**src/design/tld_pkg.sv**
```systemverilog
/*
  Constants, register map and state type of the text and line drawing
  engine. Assumes a 32-bit classic Wishbone slave port with byte addresses
  and a 32-bit frame buffer master port with byte addresses.
*/
// Operation
// - host data words give one pixel per bit
// - ones foreground, zeros background or left alone
// - any of 256 raster operations, written back
// - packed lines contiguous, trailing bits never drawn
// - byte zero first, msb first, top line first
// - pattern row fetched at each scan line start
// - five low source coordinate bits align packed data
// - destination coordinate write launches the operation
// - full data port stalls the bus cycle silently
// - destination write takes width from address bits, height for vertical lines
// - coordinates and width are double buffered
// - lines use background colour as source
// - horizontal segment length goes into width
// - vertical segment length goes into height
// - other dimension gives line thickness
package tld_pkg;

  // register byte offsets
  localparam logic [11:0] OFS_CTRL    = 12'h000;
  localparam logic [11:0] OFS_FG      = 12'h004;
  localparam logic [11:0] OFS_BG      = 12'h008;
  localparam logic [11:0] OFS_WIDTH   = 12'h00c;
  localparam logic [11:0] OFS_HEIGHT  = 12'h010;
  localparam logic [11:0] OFS_SOURCE_COORD_REG  = 12'h014;
  localparam logic [11:0] OFS_BASE    = 12'h018;
  localparam logic [11:0] OFS_PITCH   = 12'h01c;
  localparam logic [11:0] OFS_PATTERN = 12'h020;
  localparam logic [11:0] OFS_BPP     = 12'h024;
  localparam logic [11:0] OFS_STATUS  = 12'h028;
  localparam logic [11:0] OFS_DATA    = 12'h02c;
  // destination coordinate window: bit 11 set, count in bits 10..2
  localparam int          DST_WIN_BIT = 11;
  localparam int          CNT_LSB     = 2;
  localparam int          CNT_MSB     = 10;

  // control register fields
  localparam int CTL_ROP_LSB  = 0;
  localparam int CTL_ROP_MSB  = 7;
  localparam int CTL_EXPAND   = 8;
  localparam int CTL_TRANSP   = 9;
  localparam int CTL_PACKED   = 10;
  localparam int CTL_SRC_HOST = 11;
  localparam int CTL_PAT_EN   = 12;
  localparam int CTL_MODE_LSB = 13;
  localparam int CTL_MODE_MSB = 14;
  localparam int CTL_BITS     = 15;

  localparam logic [1:0] MODE_HOST  = 2'h0;
  localparam logic [1:0] MODE_HLINE = 2'h1;
  localparam logic [1:0] MODE_VLINE = 2'h2;

  // status register fields
  localparam int STS_BUSY = 0;
  localparam int STS_PEND = 1;
  localparam int STS_HOLD = 2;

  // reset values
  localparam logic [CTL_BITS-1:0] CTRL_RST = 15'h00cc;
  localparam logic [2:0]          BPP_RST  = 3'h1;
  localparam logic [31:0]         ZERO32   = 32'h0000_0000;
  localparam logic [31:0]         ONES32   = 32'hffff_ffff;

  // host data and pattern geometry
  localparam logic [4:0] LAST_BIT     = 5'h1f;
  localparam logic [4:0] PACK_ALIGN_W = 5'h1f;
  localparam int         PAT_ROWS     = 8;
  localparam logic [2:0] PAT_ROW_MASK = 3'h7;
  localparam logic [3:0] PAT_ROW_SHFT = 4'h2;

  typedef enum logic [2:0] {
    TLD_IDLE = 3'b000,
    TLD_LINE = 3'b001,
    TLD_PAT  = 3'b011,
    TLD_SRC  = 3'b010,
    TLD_RD   = 3'b110,
    TLD_WR   = 3'b111,
    TLD_NEXT = 3'b101
  } tld_state_t;

endpackage : tld_pkg

```
**src/design/tld_rop.sv**
```systemverilog
/*
  Bitwise raster operation unit: each result bit picks one bit of the
  eight-bit operation code indexed by pattern, source and destination.
  Assumes colour words already expanded to full pixel width.
*/
module tld_rop (
  input  wire logic [7:0]  rop_i,
  input  wire logic [31:0] src_i,
  input  wire logic [31:0] pat_i,
  input  wire logic [31:0] dst_i,
  output logic      [31:0] res_o
);

  always_comb begin
    res_o = 32'h0000_0000;
    for (int i = 0; i < 32; i++) begin
      res_o[i] = rop_i[{pat_i[i], src_i[i], dst_i[i]}];
    end
  end

endmodule // tld_rop

```
**src/design/tld_engine.sv**
```systemverilog
/*
  Text and line drawing engine: Wishbone register slave with data port,
  double-buffered destination coordinates and a frame buffer master that
  reads, combines and writes one pixel at a time. Assumes a frame buffer
  port that answers each request with a one-cycle ack.
*/
// Local design decisions: the register offsets and the Wishbone interface to the registers.
module tld_engine (
  input  wire logic        ref_clk_i,
  input  wire logic        resetn_i,
  input  wire logic        wb_cyc_i,
  input  wire logic        wb_stb_i,
  input  wire logic        wb_we_i,
  input  wire logic [11:0] wb_adr_i,
  input  wire logic [3:0]  wb_sel_i,
  input  wire logic [31:0] wb_dat_i,
  output logic      [31:0] wb_dat_o,
  output logic             wb_ack_o,
  output logic             fb_cyc_o,
  output logic             fb_stb_o,
  output logic             fb_we_o,
  output logic      [31:0] fb_adr_o,
  output logic      [3:0]  fb_sel_o,
  output logic      [31:0] fb_dat_o,
  input  wire logic [31:0] fb_dat_i,
  input  wire logic        fb_ack_i,
  output logic             busy_o
);

  function automatic logic [31:0] merge(input logic [31:0] old_v,
                                        input logic [31:0] new_v,
                                        input logic [3:0]  sel);
    logic [31:0] r;
    r = old_v;
    for (int b = 0; b < 4; b++) begin
      if (sel[b]) r[b*8 +: 8] = new_v[b*8 +: 8];
    end
    return r;
  endfunction

  // byte zero first, msb of each byte first
  function automatic logic bit_at(input logic [31:0] w,
                                  input logic [4:0]  k);
    return w[{k[4:3], ~k[2:0]}];
  endfunction

  // registers
  logic [tld_pkg::CTL_BITS-1:0] ctrl_q, ctrl_d;
  logic [31:0] fg_q, fg_d, bg_q, bg_d, srcxy_q, srcxy_d;
  logic [31:0] base_q, base_d, pat_q, pat_d;
  logic [15:0] width_q, width_d, height_q, height_d, pitch_q, pitch_d;
  logic [2:0]  bpp_q, bpp_d;
  logic        pend_q, pend_d;
  logic [15:0] pend_x_q, pend_x_d, pend_y_q, pend_y_d;
  logic [15:0] pend_w_q, pend_w_d, pend_h_q, pend_h_d;
  logic [31:0] hold_q, hold_d;
  logic        hold_v_q, hold_v_d;
  logic        ack_q, ack_d;
  logic [31:0] rdat_q, rdat_d;
  // engine
  tld_pkg::tld_state_t st_q, st_d;
  logic [15:0] act_w_q, act_w_d, rows_q, rows_d, row_q, row_d;
  logic [15:0] bytep_q, bytep_d, xpix_q, xpix_d, x0_q, x0_d;
  logic [31:0] line_q, line_d, adr_q, adr_d, wdat_q, wdat_d;
  logic [31:0] src_q, src_d;
  logic [7:0]  prow_q, prow_d;
  logic [4:0]  bitp_q, bitp_d;
  logic        consume;

  logic        req, take, ok, is_dst;
  logic [8:0]  cnt;
  logic [1:0]  mode;
  logic        packed_f, expand_f, transp_f, host_f, pat_f;
  logic [31:0] pat_word, rop_res;
  logic        sbit, pbit;

  assign req      = wb_cyc_i && wb_stb_i && !ack_q;
  assign is_dst   = wb_adr_i[tld_pkg::DST_WIN_BIT];
  assign cnt      = wb_adr_i[tld_pkg::CNT_MSB:tld_pkg::CNT_LSB];
  assign mode     = ctrl_q[tld_pkg::CTL_MODE_MSB:tld_pkg::CTL_MODE_LSB];
  assign packed_f = ctrl_q[tld_pkg::CTL_PACKED];
  assign expand_f = ctrl_q[tld_pkg::CTL_EXPAND];
  assign transp_f = ctrl_q[tld_pkg::CTL_TRANSP];
  assign pat_f    = ctrl_q[tld_pkg::CTL_PAT_EN];
  assign host_f   = ctrl_q[tld_pkg::CTL_SRC_HOST] &&
                    (mode == tld_pkg::MODE_HOST);
  assign sbit     = bit_at(hold_q, bitp_q);
  assign pbit     = prow_q[~xpix_q[2:0]];
  assign pat_word = !pat_f ? tld_pkg::ONES32 : (pbit ? fg_q : bg_q);

  // a full data port or a full coordinate buffer withholds ack
  always_comb begin
    ok = 1'b1;
    if (wb_we_i && is_dst) begin
      ok = !pend_q;
    end else if (wb_we_i && wb_adr_i == tld_pkg::OFS_DATA) begin
      ok = !hold_v_q;
    end
  end
  assign take = req && ok;

  tld_rop u_rop (
    .rop_i (ctrl_q[tld_pkg::CTL_ROP_MSB:tld_pkg::CTL_ROP_LSB]),
    .src_i (src_q),
    .pat_i (pat_word),
    .dst_i (fb_dat_i),
    .res_o (rop_res)
  );

  // register file and bus slave
  always_comb begin
    ctrl_d = ctrl_q; fg_d = fg_q; bg_d = bg_q; srcxy_d = srcxy_q;
    base_d = base_q; pat_d = pat_q; width_d = width_q;
    height_d = height_q; pitch_d = pitch_q; bpp_d = bpp_q;
    pend_d = pend_q; pend_x_d = pend_x_q; pend_y_d = pend_y_q;
    pend_w_d = pend_w_q; pend_h_d = pend_h_q;
    hold_d = hold_q; hold_v_d = hold_v_q;
    ack_d = take;
    rdat_d = rdat_q;
    if (consume) hold_v_d = 1'b0;
    if (st_q == tld_pkg::TLD_IDLE && pend_q) pend_d = 1'b0;
    if (take && wb_we_i) begin
      if (is_dst) begin
        pend_d   = 1'b1;
        pend_x_d = wb_dat_i[15:0];
        pend_y_d = wb_dat_i[31:16];
        if (mode == tld_pkg::MODE_VLINE) begin
          pend_w_d = width_q;
          pend_h_d = {7'h00, cnt};
        end else begin
          pend_w_d = {7'h00, cnt};
          pend_h_d = height_q;
        end
      end else if (wb_adr_i == tld_pkg::OFS_CTRL) begin
        ctrl_d = tld_pkg::CTL_BITS'(merge(32'(ctrl_q), wb_dat_i,
                                          wb_sel_i));
      end else if (wb_adr_i == tld_pkg::OFS_FG) begin
        fg_d = merge(fg_q, wb_dat_i, wb_sel_i);
      end else if (wb_adr_i == tld_pkg::OFS_BG) begin
        bg_d = merge(bg_q, wb_dat_i, wb_sel_i);
      end else if (wb_adr_i == tld_pkg::OFS_WIDTH) begin
        width_d = 16'(merge(32'(width_q), wb_dat_i, wb_sel_i));
      end else if (wb_adr_i == tld_pkg::OFS_HEIGHT) begin
        height_d = 16'(merge(32'(height_q), wb_dat_i, wb_sel_i));
      end else if (wb_adr_i == tld_pkg::OFS_SOURCE_COORD_REG) begin
        srcxy_d = merge(srcxy_q, wb_dat_i, wb_sel_i);
      end else if (wb_adr_i == tld_pkg::OFS_BASE) begin
        base_d = merge(base_q, wb_dat_i, wb_sel_i);
      end else if (wb_adr_i == tld_pkg::OFS_PITCH) begin
        pitch_d = 16'(merge(32'(pitch_q), wb_dat_i, wb_sel_i));
      end else if (wb_adr_i == tld_pkg::OFS_PATTERN) begin
        pat_d = merge(pat_q, wb_dat_i, wb_sel_i);
      end else if (wb_adr_i == tld_pkg::OFS_BPP) begin
        if (wb_sel_i[0] && wb_dat_i[2:0] != 3'h0) bpp_d = wb_dat_i[2:0];
      end else if (wb_adr_i == tld_pkg::OFS_DATA) begin
        hold_d   = wb_dat_i;
        hold_v_d = 1'b1;
      end
    end
    if (take && !wb_we_i) begin
      rdat_d = tld_pkg::ZERO32;
      if (wb_adr_i == tld_pkg::OFS_CTRL) begin
        rdat_d = 32'(ctrl_q);
      end else if (wb_adr_i == tld_pkg::OFS_FG) begin
        rdat_d = fg_q;
      end else if (wb_adr_i == tld_pkg::OFS_BG) begin
        rdat_d = bg_q;
      end else if (wb_adr_i == tld_pkg::OFS_WIDTH) begin
        rdat_d = 32'(width_q);
      end else if (wb_adr_i == tld_pkg::OFS_HEIGHT) begin
        rdat_d = 32'(height_q);
      end else if (wb_adr_i == tld_pkg::OFS_SOURCE_COORD_REG) begin
        rdat_d = srcxy_q;
      end else if (wb_adr_i == tld_pkg::OFS_BASE) begin
        rdat_d = base_q;
      end else if (wb_adr_i == tld_pkg::OFS_PITCH) begin
        rdat_d = 32'(pitch_q);
      end else if (wb_adr_i == tld_pkg::OFS_PATTERN) begin
        rdat_d = pat_q;
      end else if (wb_adr_i == tld_pkg::OFS_BPP) begin
        rdat_d = 32'(bpp_q);
      end else if (wb_adr_i == tld_pkg::OFS_STATUS) begin
        rdat_d[tld_pkg::STS_BUSY] = busy_o;
        rdat_d[tld_pkg::STS_PEND] = pend_q;
        rdat_d[tld_pkg::STS_HOLD] = hold_v_q;
      end
    end
  end

  always_ff @(posedge ref_clk_i) begin
    if (!resetn_i) begin
      ctrl_q <= tld_pkg::CTRL_RST; fg_q <= tld_pkg::ZERO32;
      bg_q <= tld_pkg::ZERO32; srcxy_q <= tld_pkg::ZERO32;
      base_q <= tld_pkg::ZERO32; pat_q <= tld_pkg::ZERO32;
      width_q <= 16'h0000; height_q <= 16'h0000; pitch_q <= 16'h0000;
      bpp_q <= tld_pkg::BPP_RST; pend_q <= 1'b0;
      pend_x_q <= 16'h0000; pend_y_q <= 16'h0000;
      pend_w_q <= 16'h0000; pend_h_q <= 16'h0000;
      hold_q <= tld_pkg::ZERO32; hold_v_q <= 1'b0;
      ack_q <= 1'b0; rdat_q <= tld_pkg::ZERO32;
    end else begin
      ctrl_q <= ctrl_d; fg_q <= fg_d; bg_q <= bg_d; srcxy_q <= srcxy_d;
      base_q <= base_d; pat_q <= pat_d; width_q <= width_d;
      height_q <= height_d; pitch_q <= pitch_d; bpp_q <= bpp_d;
      pend_q <= pend_d; pend_x_q <= pend_x_d; pend_y_q <= pend_y_d;
      pend_w_q <= pend_w_d; pend_h_q <= pend_h_d;
      hold_q <= hold_d; hold_v_q <= hold_v_d;
      ack_q <= ack_d; rdat_q <= rdat_d;
    end
  end

  assign wb_ack_o = ack_q;
  assign wb_dat_o = rdat_q;

  // drawing engine
  always_comb begin
    st_d = st_q; act_w_d = act_w_q; rows_d = rows_q; row_d = row_q;
    bytep_d = bytep_q; xpix_d = xpix_q; x0_d = x0_q; line_d = line_q;
    adr_d = adr_q; wdat_d = wdat_q; src_d = src_q; prow_d = prow_q;
    bitp_d = bitp_q; consume = 1'b0;
    case (st_q)
      tld_pkg::TLD_IDLE: begin
        if (pend_q) begin
          act_w_d = pend_w_q;
          // packed host text height counts lines, others count lines minus one
          rows_d  = packed_f && host_f ? pend_h_q : pend_h_q + 16'h0001;
          row_d   = 16'h0000;
          bytep_d = 16'h0000;
          x0_d    = pend_x_q;
          xpix_d  = pend_x_q;
          line_d  = base_q + pend_y_q * pitch_q +
                    32'(pend_x_q) * 32'(bpp_q);
          bitp_d  = packed_f ? srcxy_q[4:0]
                             : {srcxy_q[2:0], 2'b00} << 1;
          st_d    = tld_pkg::TLD_LINE;
        end
      end
      tld_pkg::TLD_LINE: begin
        if (rows_q == 16'h0000) begin
          st_d = tld_pkg::TLD_IDLE;
        end else if (pat_f) begin
          adr_d = pat_q + (32'(row_q[2:0] & tld_pkg::PAT_ROW_MASK)
                           << tld_pkg::PAT_ROW_SHFT);
          st_d  = tld_pkg::TLD_PAT;
        end else begin
          st_d = tld_pkg::TLD_SRC;
        end
      end
      tld_pkg::TLD_PAT: begin
        if (fb_ack_i) begin
          prow_d = fb_dat_i[7:0];
          st_d   = tld_pkg::TLD_SRC;
        end
      end
      tld_pkg::TLD_SRC: begin
        adr_d = line_q + 32'(bytep_q);
        if (!host_f) begin
          src_d = bg_q;
          st_d  = tld_pkg::TLD_RD;
        end else if (hold_v_q) begin
          if (expand_f) begin
            src_d  = sbit ? fg_q : bg_q;
            bitp_d = bitp_q + 5'h01;
            consume = (bitp_q == tld_pkg::LAST_BIT);
            st_d = (transp_f && !sbit) ? tld_pkg::TLD_NEXT
                                       : tld_pkg::TLD_RD;
          end else begin
            src_d   = hold_q;
            consume = 1'b1;
            st_d    = tld_pkg::TLD_RD;
          end
        end
      end
      tld_pkg::TLD_RD: begin
        if (fb_ack_i) begin
          wdat_d = rop_res;
          st_d   = tld_pkg::TLD_WR;
        end
      end
      tld_pkg::TLD_WR: begin
        if (fb_ack_i) st_d = tld_pkg::TLD_NEXT;
      end
      tld_pkg::TLD_NEXT: begin
        if (bytep_q + 16'(bpp_q) > act_w_q) begin
          // a partly used word holds only padding for this line
          if (host_f && expand_f && bitp_q != 5'h00 &&
              (!packed_f || row_q + 16'h0001 == rows_q)) begin
            consume = 1'b1;
            bitp_d  = 5'h00;
          end
          row_d   = row_q + 16'h0001;
          line_d  = line_q + 32'(pitch_q);
          bytep_d = 16'h0000;
          xpix_d  = x0_q;
          st_d    = (row_q + 16'h0001 == rows_q) ? tld_pkg::TLD_IDLE
                                                 : tld_pkg::TLD_LINE;
        end else begin
          bytep_d = bytep_q + 16'(bpp_q);
          xpix_d  = xpix_q + 16'h0001;
          st_d    = tld_pkg::TLD_SRC;
        end
      end
      default: st_d = tld_pkg::TLD_IDLE;
    endcase
  end

  always_ff @(posedge ref_clk_i) begin
    if (!resetn_i) begin
      st_q <= tld_pkg::TLD_IDLE; act_w_q <= 16'h0000;
      rows_q <= 16'h0000; row_q <= 16'h0000; bytep_q <= 16'h0000;
      xpix_q <= 16'h0000; x0_q <= 16'h0000; line_q <= tld_pkg::ZERO32;
      adr_q <= tld_pkg::ZERO32; wdat_q <= tld_pkg::ZERO32;
      src_q <= tld_pkg::ZERO32; prow_q <= 8'h00; bitp_q <= 5'h00;
    end else begin
      st_q <= st_d; act_w_q <= act_w_d; rows_q <= rows_d;
      row_q <= row_d; bytep_q <= bytep_d; xpix_q <= xpix_d;
      x0_q <= x0_d; line_q <= line_d; adr_q <= adr_d;
      wdat_q <= wdat_d; src_q <= src_d; prow_q <= prow_d;
      bitp_q <= bitp_d;
    end
  end

  assign fb_cyc_o = st_q == tld_pkg::TLD_PAT || st_q == tld_pkg::TLD_RD ||
                    st_q == tld_pkg::TLD_WR;
  assign fb_stb_o = fb_cyc_o;
  assign fb_we_o  = st_q == tld_pkg::TLD_WR;
  assign fb_adr_o = adr_q;
  assign fb_dat_o = wdat_q;
  assign fb_sel_o = st_q == tld_pkg::TLD_PAT ? 4'hf
                    : 4'((5'h01 << bpp_q) - 5'h01);
  assign busy_o   = st_q != tld_pkg::TLD_IDLE || pend_q;

endmodule // tld_engine

```
**config.mk**
```make
export PLATFORM = sky130hd
export DESIGN_NAME = tld_engine
export DESIGN_NICKNAME = d
export VERILOG_FILES = /design/src/design/tld_pkg.sv /design/src/design/tld_rop.sv /design/src/design/tld_engine.sv
export SDC_FILE = /design/constraint.sdc
export NUM_CORES = 2
export LEC_CHECK = 0
export ABC_AREA = 1
export BUFFER_PORTS_ARGS = -buffer_cell sky130_fd_sc_hd__buf_2
export CAP_MARGIN = 20
export CORE_MARGIN = 10
export CORE_UTILIZATION = 57
export CTS_CLUSTER_DIAMETER = 80
export CTS_CLUSTER_SIZE = 28
export DETAILED_ROUTE_END_ITERATION = 8
export GPL_TIMING_DRIVEN = 0
export PLACE_DENSITY = 0.75
export RECOVER_POWER = 100
export SYNTH_ARGS = -nofsm -noshare
export SYNTH_HDL_FRONTEND = slang
export SYNTH_SLANG_ARGS = --single-unit
export TNS_END_PERCENT = 30
```
**constraint.sdc**
```tcl
create_clock -name ref_clk_i -period 7.06 [get_ports ref_clk_i]
set_clock_uncertainty 0.05 [all_clocks]
set_input_delay 1.412 -clock ref_clk_i [delete_from_list [all_inputs] [get_ports ref_clk_i]]
set_output_delay 1.412 -clock ref_clk_i [all_outputs]
set_load 0.05 [all_outputs]
```
Word level (Yosys, flattened, before mapping)
Cells that the tools add are included.
{ "op_classes": {"add_sub_neg": 11, "n_mul": 2, "div": 0, "magnitude_cmp": 35, "eq_ne": 33, "shift": 1, "muxes": 149, "bitwise_logic": 13, "n_reduce_logical": 75} }
{ "op_table": {"columns": ["operator", "n"], "rows": [
  ["2-to-1 mux 32 bit", 19],
  ["less-than comparator 3 x 4 -> 1 bit (second input constant)", 33],
  ["2-to-1 mux 16 bit", 8],
  ["case mux 32 bit (2 select lines)", 2],
  ["binary-select mux 1 bit (select 3 bit)", 33],
  ["case mux 16 bit (2 select lines)", 3],
  ["adder 32 x 16 -> 32 bit", 2],
  ["2-to-1 mux 1 bit", 60],
  ["adder 16 x 1 -> 16 bit (second input constant)", 3],
  ["== test 12 x 5 -> 1 bit (second input constant)", 4],
  ["== test 12 x 6 -> 1 bit (second input constant)", 4],
  ["AND reduction 12 bit", 4],
  ["AND reduction 10 bit", 4],
  ["AND reduction 9 bit", 4],
  ["2-to-1 mux 5 bit", 7],
  ["adder 32 x 19 -> 32 bit", 1],
  ["adder 32 bit", 1],
  ["adder 32 x 5 -> 32 bit", 1],
  ["multiplier 16 x 16 -> 32 bit", 1],
  ["AND reduction 13 bit", 2],
  ["AND reduction 5 bit", 5],
  ["== test 12 x 4 -> 1 bit (second input constant)", 2],
  ["2-to-1 mux 3 bit", 8],
  ["AND reduction 6 bit", 4],
  ["other kinds (41)", 104]
]} }
{ "word_totals": {"register_bits": 597, "latch_bits": 0, "ram_bits": 0, "mem_bits_ro": 0, "inputBits": 86, "out_inout_bits": 105, "wordCells": 370, "memories": 0} }

Logic depth before layout (Yosys ltp)
{ "logic_depth": {"ltp_word": 22, "mapped_depth": 33, "ltp_nobuf": 31} }

Hierarchy
From an unflattened synthesis, not the netlist that was laid out.
{ "hier_totals": {"hier_cells": 6439, "area_unflattened_um2": 43912.1} }
{ "by_module_without_submodules": {"columns": ["mod", "n_inst", "cells_each", "area_each_um2", "seq_area_each_um2"], "rows": [
  ["tld_engine", 1, 5767, 41060.6, 11431.0],
  ["tld_rop", 1, 672, 2851.5, 0.0]
]} }

Worst setup path before layout
Ideal clock, no wire load.
{ "synth_timing": {"path_type": "flip-flop to flip-flop", "start": "reg pitch_q[1]", "end": "reg line_q[31]", "setup_ns": 0.056, "arrival_time_ns": 6.080, "required_time_ns": 6.954, "path_slack_ns": 0.874, "stages_incl_launch_ff": 28, "path_buffers": 2, "period_less_slack_ns": 6.186, "cell_sequence": "dfxtp_1 -> clkbuf_1 -> clkbuf_1 -> nand2_1 -> fa_1 -> inv_1 -> fa_1 -> inv_1 -> fa_1 -> inv_1 -> fa_1 -> fa_1 -> fa_1 -> inv_1 -> fa_1 -> inv_1 -> ha_1 -> nand2_1 -> nor2_1 -> nand3_1 -> o21ai_0 -> nand4_1 -> nand2_1 -> xnor2_1 -> nand2_1 -> nand3_1 -> nand2_1 -> inv_1"} }
{ "synth_between": {"elab_chain_cells": 5, "elab_cells_between_ends": 7, "cone_classes": "add/sub: 3; mul: 1; mux: 3"} }
{ "synth_lines": {"columns": ["element", "line_no", "text"], "rows": [
  ["start, declared", "tld_engine.sv:51", "logic [15:0] width_q, width_d, height_q, height_d, pitch_q, pitch_d;"],
  ["start signal, assigned", "tld_engine.sv:204", "height_q <= height_d; pitch_q <= pitch_d; bpp_q <= bpp_d;"],
  ["multiplier 16 x 16 -> 32 bit", "tld_engine.sv:231", "line_d = base_q + pend_y_q * pitch_q +"],
  ["adder 32 bit", "tld_engine.sv:231", null],
  ["adder 32 x 19 -> 32 bit", "tld_engine.sv:231", null],
  ["2-to-1 mux 32 bit", "tld_engine.sv:223", "if (pend_q) begin"],
  ["case mux 32 bit (2 select lines) *", "tld_engine.sv:221", "case (st_q)"],
  ["end signal, assigned", "tld_engine.sv:311", "xpix_q <= 16'h0000; x0_q <= 16'h0000; line_q <= tld_pkg::ZERO32;"],
  ["end signal, assigned", "tld_engine.sv:317", "x0_q <= x0_d; line_q <= line_d; adr_q <= adr_d;"],
  ["end, declared", "tld_engine.sv:64", "logic [31:0] line_q, line_d, adr_q, adr_d, wdat_q, wdat_d;"]
]} }
Every way passes the cells marked *; elsewhere a longest branch is shown, timed or not. The select of a mux whose other input is x is not followed.
A chain may end at the register's enable or synchronous reset.

Worst setup path in the final report
{ "layout_timing": {"start": "reg pend_y_q[2]", "end": "reg line_q[24]"} }
{ "layout_between": {"elab_chain_cells": 5} }
{ "layout_lines": {"columns": ["element", "line_no", "text"], "rows": [
  ["start, declared", "tld_engine.sv:54", "logic [15:0] pend_x_q, pend_x_d, pend_y_q, pend_y_d;"],
  ["start signal, assigned", "tld_engine.sv:205", "pend_q <= pend_d; pend_x_q <= pend_x_d; pend_y_q <= pend_y_d;"],
  ["multiplier 16 x 16 -> 32 bit", "tld_engine.sv:231", null],
  ["adder 32 bit", "tld_engine.sv:231", null],
  ["adder 32 x 19 -> 32 bit", "tld_engine.sv:231", null],
  ["2-to-1 mux 32 bit", "tld_engine.sv:223", null],
  ["case mux 32 bit (2 select lines)", "tld_engine.sv:221", null]
]} }
Every way passes these cells. The select of a mux whose other input is x is not followed.

==> summary.md <==
| Metric | Value |
|---|---|
| H-tree depth | 2 |
| Die width | between 200 and 300 um |
| Global-route wire length before repair | about 270 mm |
| Register bit total from synthesis | ~570 |
| CTS tree | done |
| Power Density | 162 nW/um^2 |
| Worst-Skew Late Latency | roughly 0.63 ns |
| Initial core utilization | 57.4% |
| Pin count of the biggest net entering global routing | 29 |
| Num CTS Buffers | 37 |
| Post-route clock period utilization | a little over nine tenths |
| DR iter-0 viols | ~6500 |
| # port buffers | 180 |
| Clk buf depth | 3 |
| Gate count of the mapped netlist | between 6000 and 7000 |
| Outcome | completed |
| CP endpoint kind | flip-flop |
| DP Area | ~45000 sq um |
| Hold Path Class | reg -> reg |
| Synth Flop Type | dfxtp_1 |
| Antenna violations before repair | 7 |
| Layout net count | between 6000 and 7000 |
| YS warnings | 0 |
| Setup TNS | 0 ns |
| Share of the synthesized area in the top cell type | between 20% and 30% |
| Mapped cell area | ~43000 sq um |
| Crit Path Max Fanout | 10 |
| Tot GR Track Use | 40.8% |
| Sink Count | 571 |
| Share of layout cells above drive strength 1 | about 4.2% |
| Post-DP HPWL | between 100 and 150 mm |
| GP Congestion | 1.06 |
| Clk slew on worst S/H paths | 0.10 ns |
| Filler cells | 7294 |
| Worst IR Drop VDD | 0.000177 V |
| Unrepaired setup endpoints after global routing | true |
| Critical path type | reg -> reg |
| Slew headroom | around 13% |
| Drt wl/cell | around 25 um |
| Chip height | around 290 um |
| P_leak | 20.2 nW |
| Core box area | about 74000 sq um |
| Row Count | 100 |
| Hold_buf cts | 0 |
| Synthesized area per cell | a little under 7 sq um |
| Pre-CTS setup slack | -0.683 ns |
| Syn Nets | 6679 |
| Fin. Hold Viols | 0 |
| Tot Pwr | roughly 7.4 mW |
| Count of flip-flops with a built-in enable after synthesis | 0 |
| Max Cap Viol | 0 |
| Number of global-route vias before repair | roughly 41000 |
| Final worst slack | between 0.15 and 0.2 ns |
| Final WL | approximately 180 mm |
| GRT overflow | 0 |
| DR DRC count | 0 |
| WP data required | about 7.5 ns |
| Sequential share of the synthesized area | a little over a quarter |
| I/O pin count | around 190 |
| Finished Cell Area | approximately 46000 sq um |
| Yosys top cell by area | dfxtp_1 |
| Period minus WS final | approximately 6.9 ns |
| Synth area leaders | dfxtp_1 27%, fa_1 13%, nand2_1 9.9% |
| Top-count cell post-synth | nand2_1 |
| Async set-reset flop share out of synthesis | 0% |
| Yosys cell types | 60 |
| Critical path arrival | 7.32 ns |
| Commonest cells post-synth | 1122 x nand2_1, 973 x inv_1, 811 x a21oi_1 |
| Post-route ant nets | 0 |
| Die ar. | roughly 86000 sq um |
| 1st-pass router iterations | 7 |
| Area grow syn2layout | 7.33% |
| Fmax achieved | 0.145 GHz |
| Root buffer selected by CTS | clkbuf_16 |
| Max-slew violation count | 0 |
| Final setup viols | 0 |
| Tightest Pin Transition | approximately 1.3 ns |
| Vias per cell | between 6 and 7 |
| Via count | between 40000 and 50000 |
| CP Launch Type | flip-flop |
[through the flow]
step                cells  utilization, %  hold WS, ns
floorplan            6144               -        0.380
global placement     7293            60.3        0.392
detailed placement   7296            60.3        0.401
CTS                  7350            62.2        0.416
global route         7340            61.7        0.435
finish               7343            61.7        0.411
[area by class of cell]
type                    count  area, sq um  share of cell area (%)
clock buffers              40          968                    2.11
diodes                      5         12.5                  0.0273
inverters                1008         3780                    8.26
plain buffers             319         1380                    3.01
multi-input cells        4222        25900                    56.5
well taps                 969         1210                    2.65
repair buffers            183          788                    1.72
clock inverters            26          365                   0.797
flip-flops and latches    571        11400                    25.0
[metal layers]
| layer | share of wire [%] | global-route usage, % |
|---|---|---|
| met1 | 39 | 55.8 |
| met5 | 0.0099 | 0 |
| met3 | 13 | 9.49 |
| met4 | 6.0 | 20.8 |
| met2 | 41 | 59.5 |
[where the power goes]
group / internal, mW / switching (mW) / total [mW]
sequential: 3.30 / 0.102 / 3.40
combinational: 0.356 / 1.08 / 1.44
clock: 1.13 / 1.46 / 2.59
[final timing paths]
kind / from / end / slack, ns / depth (start not counted)
max: pend_y_q[2] / line_q[24] / 0.17 / 21
min: prow_q[2] / prow_q[2] / 0.41 / 2
max reg2reg: pend_y_q[2] / line_q[24] / 0.17 / 21
min reg2reg: prow_q[2] / prow_q[2] / 0.41 / 2
[flip-flops by register name, indices dropped and copies added, names as in the netlist, 32 cells and up]
name / count
base_q: 32
bg_q: 32
fb_adr_o: 32
fb_dat_o: 32
fg_q: 32
hold_q: 32
line_q: 32
pat_q: 32
src_q: 32
srcxy_q: 32
wb_dat_o: 32
[placed cells by master, fill, tap and decap left out, types with 6 or more instances in the layout]
cell type  Yosys  final
or2_2          9      9
nor2_2        25      6
nand4_1       44     44
inv_12         0      7
buf_2         55     96
xor2_1        46     46
o221ai_1      24     24
dfxtp_1      571    562
buf_4         22     16
clkbuf_16      0     38
nor2_1       415    443
clkbuf_2       0     15
o21ai_0      675    682
a21oi_1      811    808
clkinv_8       0      6
o211ai_1      87     87
nor4_1        10     10
inv_2         19      8
a31oi_1       33     33
dfxtp_2        0      9
o2111ai_1      8      8
a211oi_1      65     65
o22ai_1       22     22
xnor2_1       19     19
clkbuf_4       0     15
inv_1        973    982
fa_1         274    274
a221oi_1      18     18
o21bai_1      16     16
buf_1         11      6
nor3_1        47     51
a21o_1        10     10
clkinv_1      15     17
nand2_1     1122   1127
o21ai_1       25     17
clkbuf_1     253    351
ha_1         175    170
nand3_1      179    181
[worst max-delay path, stage by stage (launching register included)]
cell and delay (ns):
dfxtp_1 0.68, clkbuf_2 0.39, nand2_1 0.13, fa_1 0.52
fa_1 0.49, inv_1 0.05, fa_1 0.49, fa_1 0.54
fa_1 0.45, fa_1 0.51, inv_1 0.06, fa_1 0.48
inv_1 0.05, ha_2 0.32, a21oi_2 0.23, o21ai_0 0.14
a21oi_1 0.22, nand3_1 0.18, nand2_1 0.09, nand2_1 0.08
o21ai_0 0.48, a31oi_1 0.16
[cells by family (layout without fill, tap and decap cells)]
| family | after synthesis | count (layout) | share of synthesized area [%] |
|---|---|---|---|
| flops | 571 | 571 | 26.8 |
| xor+xnor | 67 | 67 | 1.44 |
| compound gates | 1816 | 1816 | 23.1 |
| other cells | 0 | 5 | 0 |
| buf+inv | 1351 | 1576 | 12.3 |
| simple gates | 1890 | 1890 | 18.4 |
| fa+ha+maj | 449 | 449 | 18.0 |
[what timing repair did]
action	4_1_cts	5_1_grt
setup endpoints to repair	18	17
resized for setup	44	101
buffers inserted	0	0
pin swaps	0	2
No activity file was read; power rests on OpenSTA's default activity.
